<file path="src/hw/sram_host_pkg.sv">
// Purpose: constants for the host controller of a 16k x 1 asynchronous static memory
// Assumes: mclk at 200 MHz; slowest speed grade timing used for every limit
// Notes: the access, write, float and recovery figures are rounded up to whole mclk cycles below
// Summary of operation
// - strobe held high throughout reads
// - address stable while selected and strobing
// - zero address setup and hold
// - address valid and strobe width minimum
// - select held minimum before write end
// - data setup before write end, zero hold
// - accesses spaced by cycle time
// - deselect before lowering supply
// - stay deselected one cycle after retention
// - power-down variant ready at select low
package sram_host_pkg;
	// =====================================================
	// geometry
	localparam int ADDR_W = 14;
	localparam int CNT_W  = 4;
	// =====================================================
	// timing in ns and derived cycle counts
	localparam int CLK_PERIOD_NS              = 5;
	localparam int ADDRESS_ACCESS_TIME_NS     = 35;
	localparam int SELECT_TO_OUTPUT_FLOAT_NS  = 13;
	localparam int ADDRESS_VALID_TO_WRITE_END_NS = 30;
	localparam int SELECT_TO_WRITE_END_NS     = 32;
	localparam int WRITE_DATA_SETUP_NS        = 15;
	localparam int READ_CYCLE_TIME_NS         = 35;
	localparam int RETENTION_RECOVERY_TIME_NS = READ_CYCLE_TIME_NS;
	// round up: least times
	localparam int RD_CYC_I  = (ADDRESS_ACCESS_TIME_NS + CLK_PERIOD_NS - 1) / CLK_PERIOD_NS;
	localparam int WR_CYC_I  = (SELECT_TO_WRITE_END_NS + CLK_PERIOD_NS - 1) / CLK_PERIOD_NS;
	localparam int FLT_CYC_I = (SELECT_TO_OUTPUT_FLOAT_NS + CLK_PERIOD_NS - 1) / CLK_PERIOD_NS;
	localparam int REC_CYC_I = (RETENTION_RECOVERY_TIME_NS + CLK_PERIOD_NS - 1) / CLK_PERIOD_NS;
	localparam logic [CNT_W-1:0] RD_CYC  = CNT_W'(RD_CYC_I);
	localparam logic [CNT_W-1:0] WR_CYC  = CNT_W'(WR_CYC_I);
	localparam logic [CNT_W-1:0] FLT_CYC = CNT_W'(FLT_CYC_I);
	localparam logic [CNT_W-1:0] REC_CYC = CNT_W'(REC_CYC_I);
	localparam logic [CNT_W-1:0] CNT_ONE = 4'h1;
	localparam logic [CNT_W-1:0] CNT_ZERO = 4'h0;
	// =====================================================
	// controller states
	typedef enum logic [4:0] {
		ST_IDLE   = 5'b0_0001,
		ST_READ   = 5'b0_0010,
		ST_WRITE  = 5'b0_0100,
		ST_FLOAT  = 5'b0_1000,
		ST_RECOV  = 5'b1_0000
	} host_state_t;
endpackage

</file>
<file path="src/hw/sram_host.sv">
// Purpose: synchronous host that reads and writes one bit of the static memory
// Assumes: data_out_pin sampled directly in the mclk domain
// Notes: every access brackets select; address and data change only while deselected
module sram_host (
	input  wire logic                              mclk,          // 200 MHz clock
	input  wire logic                              rst_b,         // async reset, low
	input  wire logic                              req,           // access request
	input  wire logic                              req_write,     // 1 write, 0 read
	input  wire logic [sram_host_pkg::ADDR_W-1:0]  req_addr,      // cell address
	input  wire logic                              req_wdata,     // bit to write
	input  wire logic                              retain_req,    // ask for retention
	output logic                                   busy,          // access under way
	output logic                                   rd_valid,      // read bit ready pulse
	output logic                                   rd_data,       // read bit
	output logic                                   retain_ok,     // supply may drop
	output logic [sram_host_pkg::ADDR_W-1:0]       address_pin,   // memory address
	output logic                                   chip_select_n, // select, low
	output logic                                   write_enable_n,// write strobe, low
	output logic                                   data_in_pin,   // write data
	input  wire logic                              data_out_pin   // read data
);
	import sram_host_pkg::*;

	// =====================================================
	// state
	host_state_t              state_ff;
	host_state_t              nxt_state;
	logic [CNT_W-1:0]         cnt_ff;
	logic [CNT_W-1:0]         nxt_cnt;
	logic                     retained_ff;

	wire cnt_done   = (cnt_ff == CNT_ONE);
	wire start      = (state_ff == ST_IDLE) && req && !retain_req && !retained_ff;
	wire rd_end     = (state_ff == ST_READ) && cnt_done;
	wire wr_end     = (state_ff == ST_WRITE) && cnt_done;
	// retention leaves with recovery; recovery keeps select high one read cycle
	wire rec_start  = retained_ff && !retain_req;

	// =====================================================
	// sequencing
	always_comb
	begin
		nxt_state = state_ff;
		nxt_cnt   = (cnt_ff == CNT_ZERO) ? CNT_ZERO : cnt_ff - CNT_ONE;
		case (state_ff)
			ST_IDLE:
			begin
				if (rec_start)
				begin
					nxt_state = ST_RECOV;
					nxt_cnt   = REC_CYC;
				end
				else if (start && req_write)
				begin
					nxt_state = ST_WRITE;
					nxt_cnt   = WR_CYC;
				end
				else if (start)
				begin
					nxt_state = ST_READ;
					nxt_cnt   = RD_CYC;
				end
			end
			ST_READ, ST_WRITE:
			begin
				if (rd_end || wr_end)
				begin
					// deselected gap lets the output float before the next access
					nxt_state = ST_FLOAT;
					nxt_cnt   = FLT_CYC;
				end
			end
			ST_FLOAT, ST_RECOV:
			begin
				if (cnt_done)
					nxt_state = ST_IDLE;
			end
			default:
			begin
				nxt_state = ST_IDLE;
				nxt_cnt   = CNT_ZERO;
			end
		endcase
	end

	always_ff @(posedge mclk or negedge rst_b)
	begin
		if (!rst_b)
			state_ff <= ST_IDLE;
		else
			state_ff <= nxt_state;
	end

	always_ff @(posedge mclk or negedge rst_b)
	begin
		if (!rst_b)
			cnt_ff <= CNT_ZERO;
		else
			cnt_ff <= nxt_cnt;
	end

	// =====================================================
	// pins: select and strobe fall together, rise together at write end
	wire              in_rw     = (nxt_state == ST_READ) || (nxt_state == ST_WRITE);
	wire              nxt_sel_n = !in_rw;
	wire              nxt_we_n  = !(nxt_state == ST_WRITE);
	// address and data move only at a take edge and stand through the float gap,
	// so the zero hold after a write end never races the select edge
	wire              load_req  = start && !rec_start;
	wire [ADDR_W-1:0] nxt_addr  = load_req ? req_addr : address_pin;
	wire              nxt_din   = load_req ? req_wdata : data_in_pin;

	always_ff @(posedge mclk or negedge rst_b)
	begin
		if (!rst_b)
		begin
			chip_select_n  <= 1'b1;
			write_enable_n <= 1'b1;
		end
		else
		begin
			chip_select_n  <= nxt_sel_n;
			write_enable_n <= nxt_we_n;
		end
	end

	always_ff @(posedge mclk or negedge rst_b)
	begin
		if (!rst_b)
		begin
			address_pin <= '0;
			data_in_pin <= 1'b0;
		end
		else
		begin
			address_pin <= nxt_addr;
			data_in_pin <= nxt_din;
		end
	end

	// =====================================================
	// read capture on the last selected edge, before select rises; this leaves
	// no margin past the slowest access time, so a faster clock needs a longer window
	wire              nxt_rd_data = rd_end ? data_out_pin : rd_data;

	always_ff @(posedge mclk or negedge rst_b)
	begin
		if (!rst_b)
			rd_valid <= 1'b0;
		else
			rd_valid <= rd_end;
	end

	always_ff @(posedge mclk or negedge rst_b)
	begin
		if (!rst_b)
			rd_data <= 1'b0;
		else
			rd_data <= nxt_rd_data;
	end

	// =====================================================
	// retention: granted only while idle, so select is already high when supply drops
	wire              grant_ok     = (state_ff == ST_IDLE) && retain_req;
	wire              nxt_retained = grant_ok ? 1'b1 : (rec_start ? 1'b0 : retained_ff);
	// busy also covers the grant, so no request slips in while the supply falls
	wire              nxt_busy     = (nxt_state != ST_IDLE) || retain_req;

	always_ff @(posedge mclk or negedge rst_b)
	begin
		if (!rst_b)
			retained_ff <= 1'b0;
		else
			retained_ff <= nxt_retained;
	end

	always_ff @(posedge mclk or negedge rst_b)
	begin
		if (!rst_b)
			retain_ok <= 1'b0;
		else
			retain_ok <= grant_ok;
	end

	always_ff @(posedge mclk or negedge rst_b)
	begin
		if (!rst_b)
			busy <= 1'b0;
		else
			busy <= nxt_busy;
	end
endmodule // sram_host

</file>
<file path="config.mk">
export PLATFORM = sky130hd
export DESIGN_NAME = sram_host
export DESIGN_NICKNAME = d
export VERILOG_FILES = /design/src/hw/sram_host_pkg.sv /design/src/hw/sram_host.sv
export SDC_FILE = /design/constraint.sdc
export NUM_CORES = 1
export LEC_CHECK = 0
export BUFFER_PORTS_ARGS = -buffer_cell sky130_fd_sc_hd__buf_4
export CORE_UTILIZATION = 45
export DETAILED_ROUTE_END_ITERATION = 10
export MAX_ROUTING_LAYER = met4
export PLACE_DENSITY = 0.74
export SLEW_MARGIN = 5
export SYNTH_ARGS = -nofsm -noshare
export SYNTH_HDL_FRONTEND = slang
export SYNTH_SLANG_ARGS = --single-unit
</file>
<file path="constraint.sdc">
create_clock -name mclk -period 2 [get_ports mclk]
set_clock_uncertainty 0.05 [all_clocks]
set_input_delay 0.4 -clock mclk [delete_from_list [all_inputs] [get_ports mclk]]
set_output_delay 0.4 -clock mclk [all_outputs]
set_load 0.05 [all_outputs]
</file>
==> results_dict.tcl, run 1 <==
set metrics [dict create \
    slowest_stage "or4b_1" \
    grt_pass1_wl_um 4519 \
    layout-drive-gt1-share_pct 45.51 \
    largest_reg_flops 14 \
    placed_area_um2 1809 \
    grt_max_degree 32 \
    timing.slew.headroom_pct 71.39 \
    async_flop_share_pct 100.0 \
    critical_path_class "flop to flop" \
    setup_viol 0 \
    fin_setup_tns_ns 0 \
    antennaDiodeCount 0 \
    die_w_um 58.89 \
    synth-adder-area-share_pct 0 \
    yosysWarningCount 0 \
    rsz0062_at_grt "no" \
    drtIter0Drc 18 \
    synth_top_flop_cell "dfrtp_1" \
    muxShareOfSynthArea_pct 13.66 \
    stdcell_area_um2 1876 \
    nNetsFinal 177 \
    largest_registers "address_pin: 14 flops, state_ff: 5 flops, cnt_ff: 4 flops" \
    design.core.area_um2 3053 \
    fp-row-count 20 \
    antenna_found_initial 0 \
    cts_made_buffers 5 \
    status "finished, final reports clean" \
    htree_levels 2 \
    drv_cap 0 \
    post-dp-hpwl_um 2106 \
    ant_nets 0 \
    yosysUniqueCellTypes 43 \
    synth-seq-cells 31 \
    critPathTopFamily "simple AND/OR/NAND/NOR gates" \
    clockBufferDepth 2 \
    path_clk_slew_ns 0.09 \
    path_buf_inv 0 \
    r2r_slack_ns 0.1 \
    seq_area_frac_synth_pct 53.52 \
    detail_route.drc_violations 0 \
    required_ns 2.19 \
    synthCells 110 \
    cp_cell_sequence "or4b_1, nor3_1, o21ai_1, a31oi_1" \
    slew_viol_final 0 \
    wl_per_cell_um 13.97 \
    worstSetupEndpointType "flop" \
    max_stage_delay_ns 0.72 \
    period_minus_slack_ns 1.901 \
    synth-edff-count 0 \
    cts.sinks 31 \
    hold_viol 0 \
    layout_common_cells "43 x buf_4, 28 x dfrtp_1, 11 x mux2_1, 5 x mux2_4, 5 x clkbuf_4" \
    dieHeight_um 58.89 \
    arrival_ns 2.09 \
    fin_crit_sh_pct 95.05 \
    grt_usage_pct 18.75 \
    p_leak_nw 0.8861 \
    ios 42 \
    cts_tree "yes" \
    synth_simple_gate_area_share_pct 15.29 \
    dr.pass1.iters 4 \
    grt_overflow 0 \
    routed_wl_um 2793 \
    worst_hold_path_type "input pin to flop" \
    ir_drop_mv 0.6690 \
    synthXorXnorAreaFrac_pct 1.203 \
    synth_area_um2 1456 \
    initial_core_util_pct 47.70 \
    top_register "address_pin" \
    tightest_slew_ns 0.4283 \
    synth_top_family_by_area "simple AND/OR/NAND/NOR gates" \
    critPathLaunchType "flop" \
    worst-path-max-fanout 8 \
    area_delta_synth_final_pct 28.78 \
    cts_root_buf "clkbuf_4" \
    synth_fp_nets 131 \
    final_common_cell "buf_4" \
    syn_area_per_cell_um2 13.24 \
    vias 1055 \
    maxClockFrequency_mhz 526.0 \
    die-area_um2 3468 \
    synth_compound_area_share_pct 11.60 \
    viasPerCell 5.275 \
    grt_pass1_vias 998 \
    pwr_density_cell_nw_per_um2 1739 \
    clk_latency_ns 0.32 \
    cts.repair.resized 0 \
    port-buffer-count 41 \
    gp_congestion 0.8574 \
]
area by class of cell:
cell class / instances / area [µm²]
repair buffers: 45 / 352.8
well taps: 44 / 55.05
flip-flops and latches: 31 / 779.5
inverters: 4 / 15.01
clock buffers: 6 / 51.30
multi-input cells: 69 / 616.8
fillers: 248 / 1177
clock inverters: 1 / 5.005
through the flow:
step                std cells  setup WS [ns]  hold slack, ns  total power [mW]  utilization [%]
CTS                       200         0.1094          0.1758             3.286            61.43
global route              200       0.003548          0.1854             3.444            61.43
detailed placement        192         0.1212          0.2926             2.911            59.26
finish                    200        0.09895          0.1930             3.261            61.43
global placement          192         0.1722          0.2935             2.866            59.26
floorplan                 110         0.2101         0.05441             2.387                -
synthesized netlist by cell type, drive strengths merged, types with 3 or more instances:
master  number  area share, %
dfrtp       28             48
nor2         6            2.7
buf          6            3.7
o21ai        4            1.4
dfstp        3            5.4
and3         3            1.3
mux2        16             14
nand2        3           0.77
or4b         3            2.1
nor3         6            3.2
inv          4            1.0
final timing paths:
kind | startpoint | to | depth (start not counted)
min in group asynchronous | rst_b | rd_data$_DFFE_PN0P_ | 2
worst min register to register | address_pin[11]$_DFFE_PN0P_ | address_pin[11]$_DFFE_PN0P_ | 1
worst min-delay path | req_write | write_enable_n$_DFF_PN1_ | 2
worst max-delay path | cnt_ff[1]$_DFF_PN0_ | cnt_ff[1]$_DFF_PN0_ | 4
worst max register to register | cnt_ff[1]$_DFF_PN0_ | cnt_ff[1]$_DFF_PN0_ | 4
max in group asynchronous | rst_b | write_enable_n$_DFF_PN1_ | 2
report_power, final:
group	internal, mW	switching (mW)
Combinational	0.655	1.17
Clock	0.162	0.193
Sequential	0.894	0.185
Total	1.71	1.55
timing repair:
item	4_1_cts	5_1_grt
buffers inserted	0	0
hold buffers	1	0
endpoints found under the hold margin	28	0
per-layer routing:
layer,part of all wire (%),up-vias,global-route usage (%)
met5,0,-,-
met4,3.5,0,12.24
met3,7.9,11,5.275
met2,45,49,27.60
met1,43,503,22.46
li1,-,492,-
cells by family (layout without fill, tap and decap cells):
kind of cell | Yosys count | in the layout
XOR/XNOR | 2 | 2
buffers and inverters | 10 | 56
AO/OA/AOI/OAI | 21 | 21
flip-flops | 31 | 31
multiplexers | 16 | 16
AND/OR/NAND/NOR | 30 | 30
No activity file was read; power rests on OpenSTA's default activity.
==> inputs of run 2 (changes only) <==
--- a/config.mk
+++ b/config.mk
@@ -6,6 +6,7 @@
 export NUM_CORES = 1
 export LEC_CHECK = 0
 export BUFFER_PORTS_ARGS = -buffer_cell sky130_fd_sc_hd__buf_4
+export CORE_MARGIN = 5
 export CORE_UTILIZATION = 45
 export DETAILED_ROUTE_END_ITERATION = 10
 export MAX_ROUTING_LAYER = met4
==> run 2 against run 1 <==
  * Clock power rose by 5%
  * Cell count unchanged
  * Wire length grew 2.1%
  * Hold slack improved by 0.011 ns
  * Combinational power hardly changed
  * Sequential power barely moved
  * Die area up 29%
  * Core utilization decreased by 0.62 points
  * Setup slack better by 0.033 ns
  * Largest cell class unchanged
  * Highest routed layer unchanged
==> results_dict.tcl, run 2 (synthesized netlist as in run 1, its figures left out) <==
set metrics [dict create \
    status "finished, final reports clean" \
    path_clk_slew_ns 0.09 \
    grt_pass1_wl_um 4733 \
    final_util_pct 60.81 \
    final_common_cell "buf_4" \
    period_minus_slack_ns 1.868 \
    dieHeight_um 66.89 \
    fp-row-count 20 \
    grt_overflow 0 \
    largest_reg_flops 14 \
    top_register "address_pin" \
    post-dp-hpwl_um 2163 \
    initial_core_util_pct 47.32 \
    dp.cells 191 \
    worst-path-max-fanout 8 \
    vias 1030 \
    rsz0062_at_grt "no" \
    setup_viol 0 \
    dr.pass1.iters 4 \
    final_cells 200 \
    cts_tree "yes" \
    antennaDiodeCount 0 \
    die_w_um 66.89 \
    gp_congestion 0.8276 \
    critPathLaunchType "flop" \
    dpl_worst_slack_ns 0.1321 \
    layout_common_cells "42 x buf_4, 28 x dfrtp_1, 11 x mux2_1, 5 x mux2_4, 5 x clkbuf_4" \
    ir_drop_mv 0.9152 \
    r2r_cells 3 \
    nNetsFinal 176 \
    cts_made_buffers 5 \
    ios 42 \
    ant_nets 0 \
    htree_levels 2 \
    layout-drive-gt1-share_pct 44.87 \
    routed_wl_um 2852 \
    timing.slew.headroom_pct 71.67 \
    antenna_found_initial 0 \
    pwr_density_cell_nw_per_um2 1737 \
    worstSetupEndpointType "flop" \
    cts_root_buf "clkbuf_4" \
    critical_path_class "flop to flop" \
    min_delay_path_depth 2 \
    port-buffer-count 41 \
    required_ns 2.16 \
    clk_latency_ns 0.32 \
    drtIter0Drc 21 \
    wl_per_cell_um 14.26 \
    fin_crit_sh_pct 93.42 \
    grt_max_degree 32 \
    hold_viol 0 \
    die-area_um2 4474 \
    stdcell_area_um2 1872 \
    viasPerCell 5.150 \
    grt_pass1_vias 1045 \
    arrival_ns 2.03 \
    worst_hold_path_type "input pin to flop" \
    hold_ws_ns 0.2037 \
    power.total_mw 3.252 \
    largest_registers "address_pin: 14 flops, state_ff: 5 flops, cnt_ff: 4 flops" \
    area_delta_synth_final_pct 28.52 \
    design.core.area_um2 3078 \
    drv_cap 0 \
    slew_viol_final 0 \
    maxClockFrequency_mhz 535.2 \
    tightest_slew_ns 0.4242 \
    clockBufferDepth 2 \
    grt_usage_pct 14.76 \
    detail_route.drc_violations 0 \
    p_leak_nw 0.8819 \
    fin_setup_tns_ns 0 \
    worst_slack_ns 0.1316 \
    placed_area_um2 1802 \
    cts.sinks 31 \
]
## run 2: cell types whose count changed in the layout (fill, tap and decap cells not counted), sizes merged
cell    before  now
buf         44   43
clkbuf       6    7
## run 2: final timing paths
| kind | slack [ns] | start | to |
|---|---|---|---|
| setup reg to reg | 0.13 | cnt_ff[1]$_DFF_PN0_ | rd_data$_DFFE_PN0P_ |
| hold reg to reg | 0.45 | address_pin[9]$_DFFE_PN0P_ | address_pin[9]$_DFFE_PN0P_ |
| setup / recovery | 0.13 | cnt_ff[1]$_DFF_PN0_ | rd_data$_DFFE_PN0P_ |
| hold / removal | 0.20 | req_write | write_enable_n$_DFF_PN1_ |
| max in group asynchronous | 1.10 | rst_b | write_enable_n$_DFF_PN1_ |
| min in group asynchronous | 0.48 | rst_b | address_pin[12]$_DFFE_PN0P_ |
## run 2: timing repair
action / CTS / global route
hold buffers: 1 / 0
setup buffers: 0 / 0
resized for setup: 0 / 0
endpoints found under the hold margin: 28 / 0
## run 2: final cells by class
type / count / area (µm²)
clock inverter: 1 / 5.005
timing repair buffer: 44 / 345.3
tap: 44 / 55.05
inverter: 4 / 15.01
clock buffer: 7 / 55.05
fill: 257 / 1206
sequential: 31 / 779.5
multi-input combinational: 69 / 616.8
## run 2: power by group
group          leakage, nW  internal (mW)  switching (mW)
Combinational        0.464          0.650            1.16
Sequential           0.382          0.894           0.180
Clock               0.0353          0.170           0.203
## run 2: metal layers
layer  GRT usage (%)  wire (µm)  up-vias  share of wire (%)
li1                -          -      494                  -
met1           16.15       1298      491                 46
met5               -          0        -                  0
met4           4.557         36        0                1.3
met2           24.50       1281       41                 45
met3           6.071        235        4                8.2
## run 2: critical path: stages (launching register included)
cell	delay, ns
dfrtp_1	0.44
or4b_1	0.71
nor3_4	0.23
mux2_1	0.33
==> inputs of run 3 (changes only) <==
--- a/config.mk
+++ b/config.mk
@@ -6,6 +6,7 @@
 export NUM_CORES = 1
 export LEC_CHECK = 0
 export BUFFER_PORTS_ARGS = -buffer_cell sky130_fd_sc_hd__buf_4
+export CORE_ASPECT_RATIO = 0.9
 export CORE_MARGIN = 5
 export CORE_UTILIZATION = 45
 export DETAILED_ROUTE_END_ITERATION = 10
==> run 3 against run 2 <==
  * Sequential power about the same
  * Core utilization shrank 0.084 points
  * Sequential share of layout area shrank 0.11 points
  * Combinational power hardly changed
  * Non-clock buffer count grew 1
  * Via count shrank 2.3%
  * Hold slack got worse by 0.015 ns
  * First-iteration DRC count decreased by 14%
  * Critical endpoint is now address_pin[4]$_DFFE_PN0P_
  * Largest power group unchanged
  * Highest routed layer unchanged
==> results_dict.tcl, run 3 (synthesized netlist as in run 1, its figures left out) <==
set metrics [dict create \
    setup_viol 0 \
    worst_slack_ns 0.1139 \
    gr-max-usage-layer "met2" \
    path_clk_slew_ns 0.09 \
    detail_route.drc_violations 0 \
    multi_input_comb_area_um2 616.8 \
    viasPerCell 5.055 \
    dieHeight_um 63.97 \
    grt_max_degree 32 \
    top_register "address_pin" \
    routed_wl_um 2805 \
    required_ns 2.15 \
    cts_root_buf "clkbuf_4" \
    hold_viol 0 \
    final_common_cell "buf_4" \
    critPathLaunchType "flop" \
    ant_nets 0 \
    rsz0062_at_grt "no" \
    worst-path-max-fanout 13 \
    largest_reg_flops 14 \
    hold_ws_ns 0.1883 \
    fp-row-count 19 \
    grt_use_met2_pct 23.11 \
    cts.sinks 31 \
    worst_hold_path_type "input pin to flop" \
    port-buffer-count 41 \
    grt_pass1_wl_um 4892 \
    hp-start "req_write" \
    design.core.area_um2 3090 \
    tightest_slew_ns 0.4241 \
    fill_cells 257 \
    cts_made_buffers 5 \
    wl_per_cell_um 14.10 \
    post-dp-hpwl_um 2161 \
    dp.cells 190 \
    largest_registers "address_pin: 14 flops, state_ff: 5 flops, cnt_ff: 4 flops" \
    worstSetupStartpoint "state_ff[1]$_DFF_PN0_" \
    drv_cap 0 \
    clk_latency_ns 0.33 \
    critical_path_class "flop to flop" \
    dpl_worst_slack_ns 0.1220 \
    ios 42 \
    worstSetupEndpointType "flop" \
    regArea_um2 779.5 \
    dr.pass1.iters 4 \
    p_leak_nw 0.8872 \
    initial_core_util_pct 47.13 \
    grt_pass1_vias 1063 \
    final_util_pct 60.73 \
    die-area_um2 4476 \
    area_delta_synth_final_pct 28.87 \
    fin_setup_tns_ns 0 \
    grt_overflow 0 \
    drtIter0Drc 18 \
    layout-drive-gt1-share_pct 45.22 \
    antenna_found_initial 0 \
    htree_levels 2 \
    antennaDiodeCount 0 \
    grt_usage_pct 14.67 \
    met3_usage_pct 6.583 \
    slew_viol_final 0 \
    arrival_ns 2.04 \
    cts.repair.resized 0 \
    die_w_um 69.97 \
    cts_tree "yes" \
    pwr_density_cell_nw_per_um2 1736 \
    clockBufferDepth 2 \
    timing.slew.headroom_pct 71.68 \
    ir_drop_mv 0.6466 \
    final_cells 199 \
    gp_congestion 0.8276 \
    status "finished, final reports clean" \
    layout_common_cells "43 x buf_4, 28 x dfrtp_1, 11 x mux2_1, 5 x mux2_4, 5 x clkbuf_4" \
    rr_startpoint "state_ff[1]$_DFF_PN0_" \
    fin_crit_sh_pct 94.31 \
    maxClockFrequency_mhz 530.2 \
    use_met1_pct 15.49 \
    period_minus_slack_ns 1.886 \
    nNetsFinal 177 \
    vias 1006 \
]
## run 3: changes by cell type in the layout (fill, tap and decap cells not counted), sizes merged
cell / delta
buf: +1
## run 3: final timing paths
kind	cells after the start	slack (ns)	to
min in group asynchronous	2	0.47	address_pin[6]$_DFFE_PN0P_
hold / removal	2	0.19	write_enable_n$_DFF_PN1_
hold reg to reg	1	0.45	address_pin[3]$_DFFE_PN0P_
setup reg to reg	5	0.11	address_pin[4]$_DFFE_PN0P_
setup / recovery	5	0.11	address_pin[4]$_DFFE_PN0P_
max in group asynchronous	2	1.11	state_ff[0]$_DFF_PN1_
## run 3: layout make-up
type	count	area share (%)
well taps	42	2.800
multi-input cells	69	32.87
clock buffers	7	2.933
clock inverters	1	0.2667
flip-flops and latches	31	41.53
inverters	4	0.8000
repair buffers	45	18.80
## run 3: critical path: stages (launching register included)
cell and delay [ns]:
dfrtp_1 0.48, nor2_4 0.19, nand3_2 0.15, nor4b_4 0.36
buf_12 0.19, mux2_1 0.34
## run 3: power by group
| part | internal (mW) | switching [mW] |
|---|---|---|
| Clock | 0.170 | 0.199 |
| Sequential | 0.895 | 0.184 |
| Combinational | 0.654 | 1.16 |
| Total | 1.72 | 1.54 |
## run 3: per-stage QoR
| step | area, µm² | total power, mW |
|---|---|---|
| after floorplan | 1456 | 2.387 |
| after global placement | 1807 | 2.865 |
| after detailed placement | 1807 | 2.912 |
| after CTS | 1877 | 3.291 |
| after global routing | 1877 | 3.458 |
| final | 1877 | 3.259 |
## run 3: what timing repair did
item	4_1_cts	5_1_grt
setup buffers	0	0
hold buffers	1	0
hold endpoints to repair	28	0
## run 3: layer usage
layer | wire length [µm] | vias to the layer above
met2 | 1290 | 34
met3 | 265 | 4
li1 | - | 495
met1 | 1200 | 473
met5 | 0 | -
met4 | 48 | 0
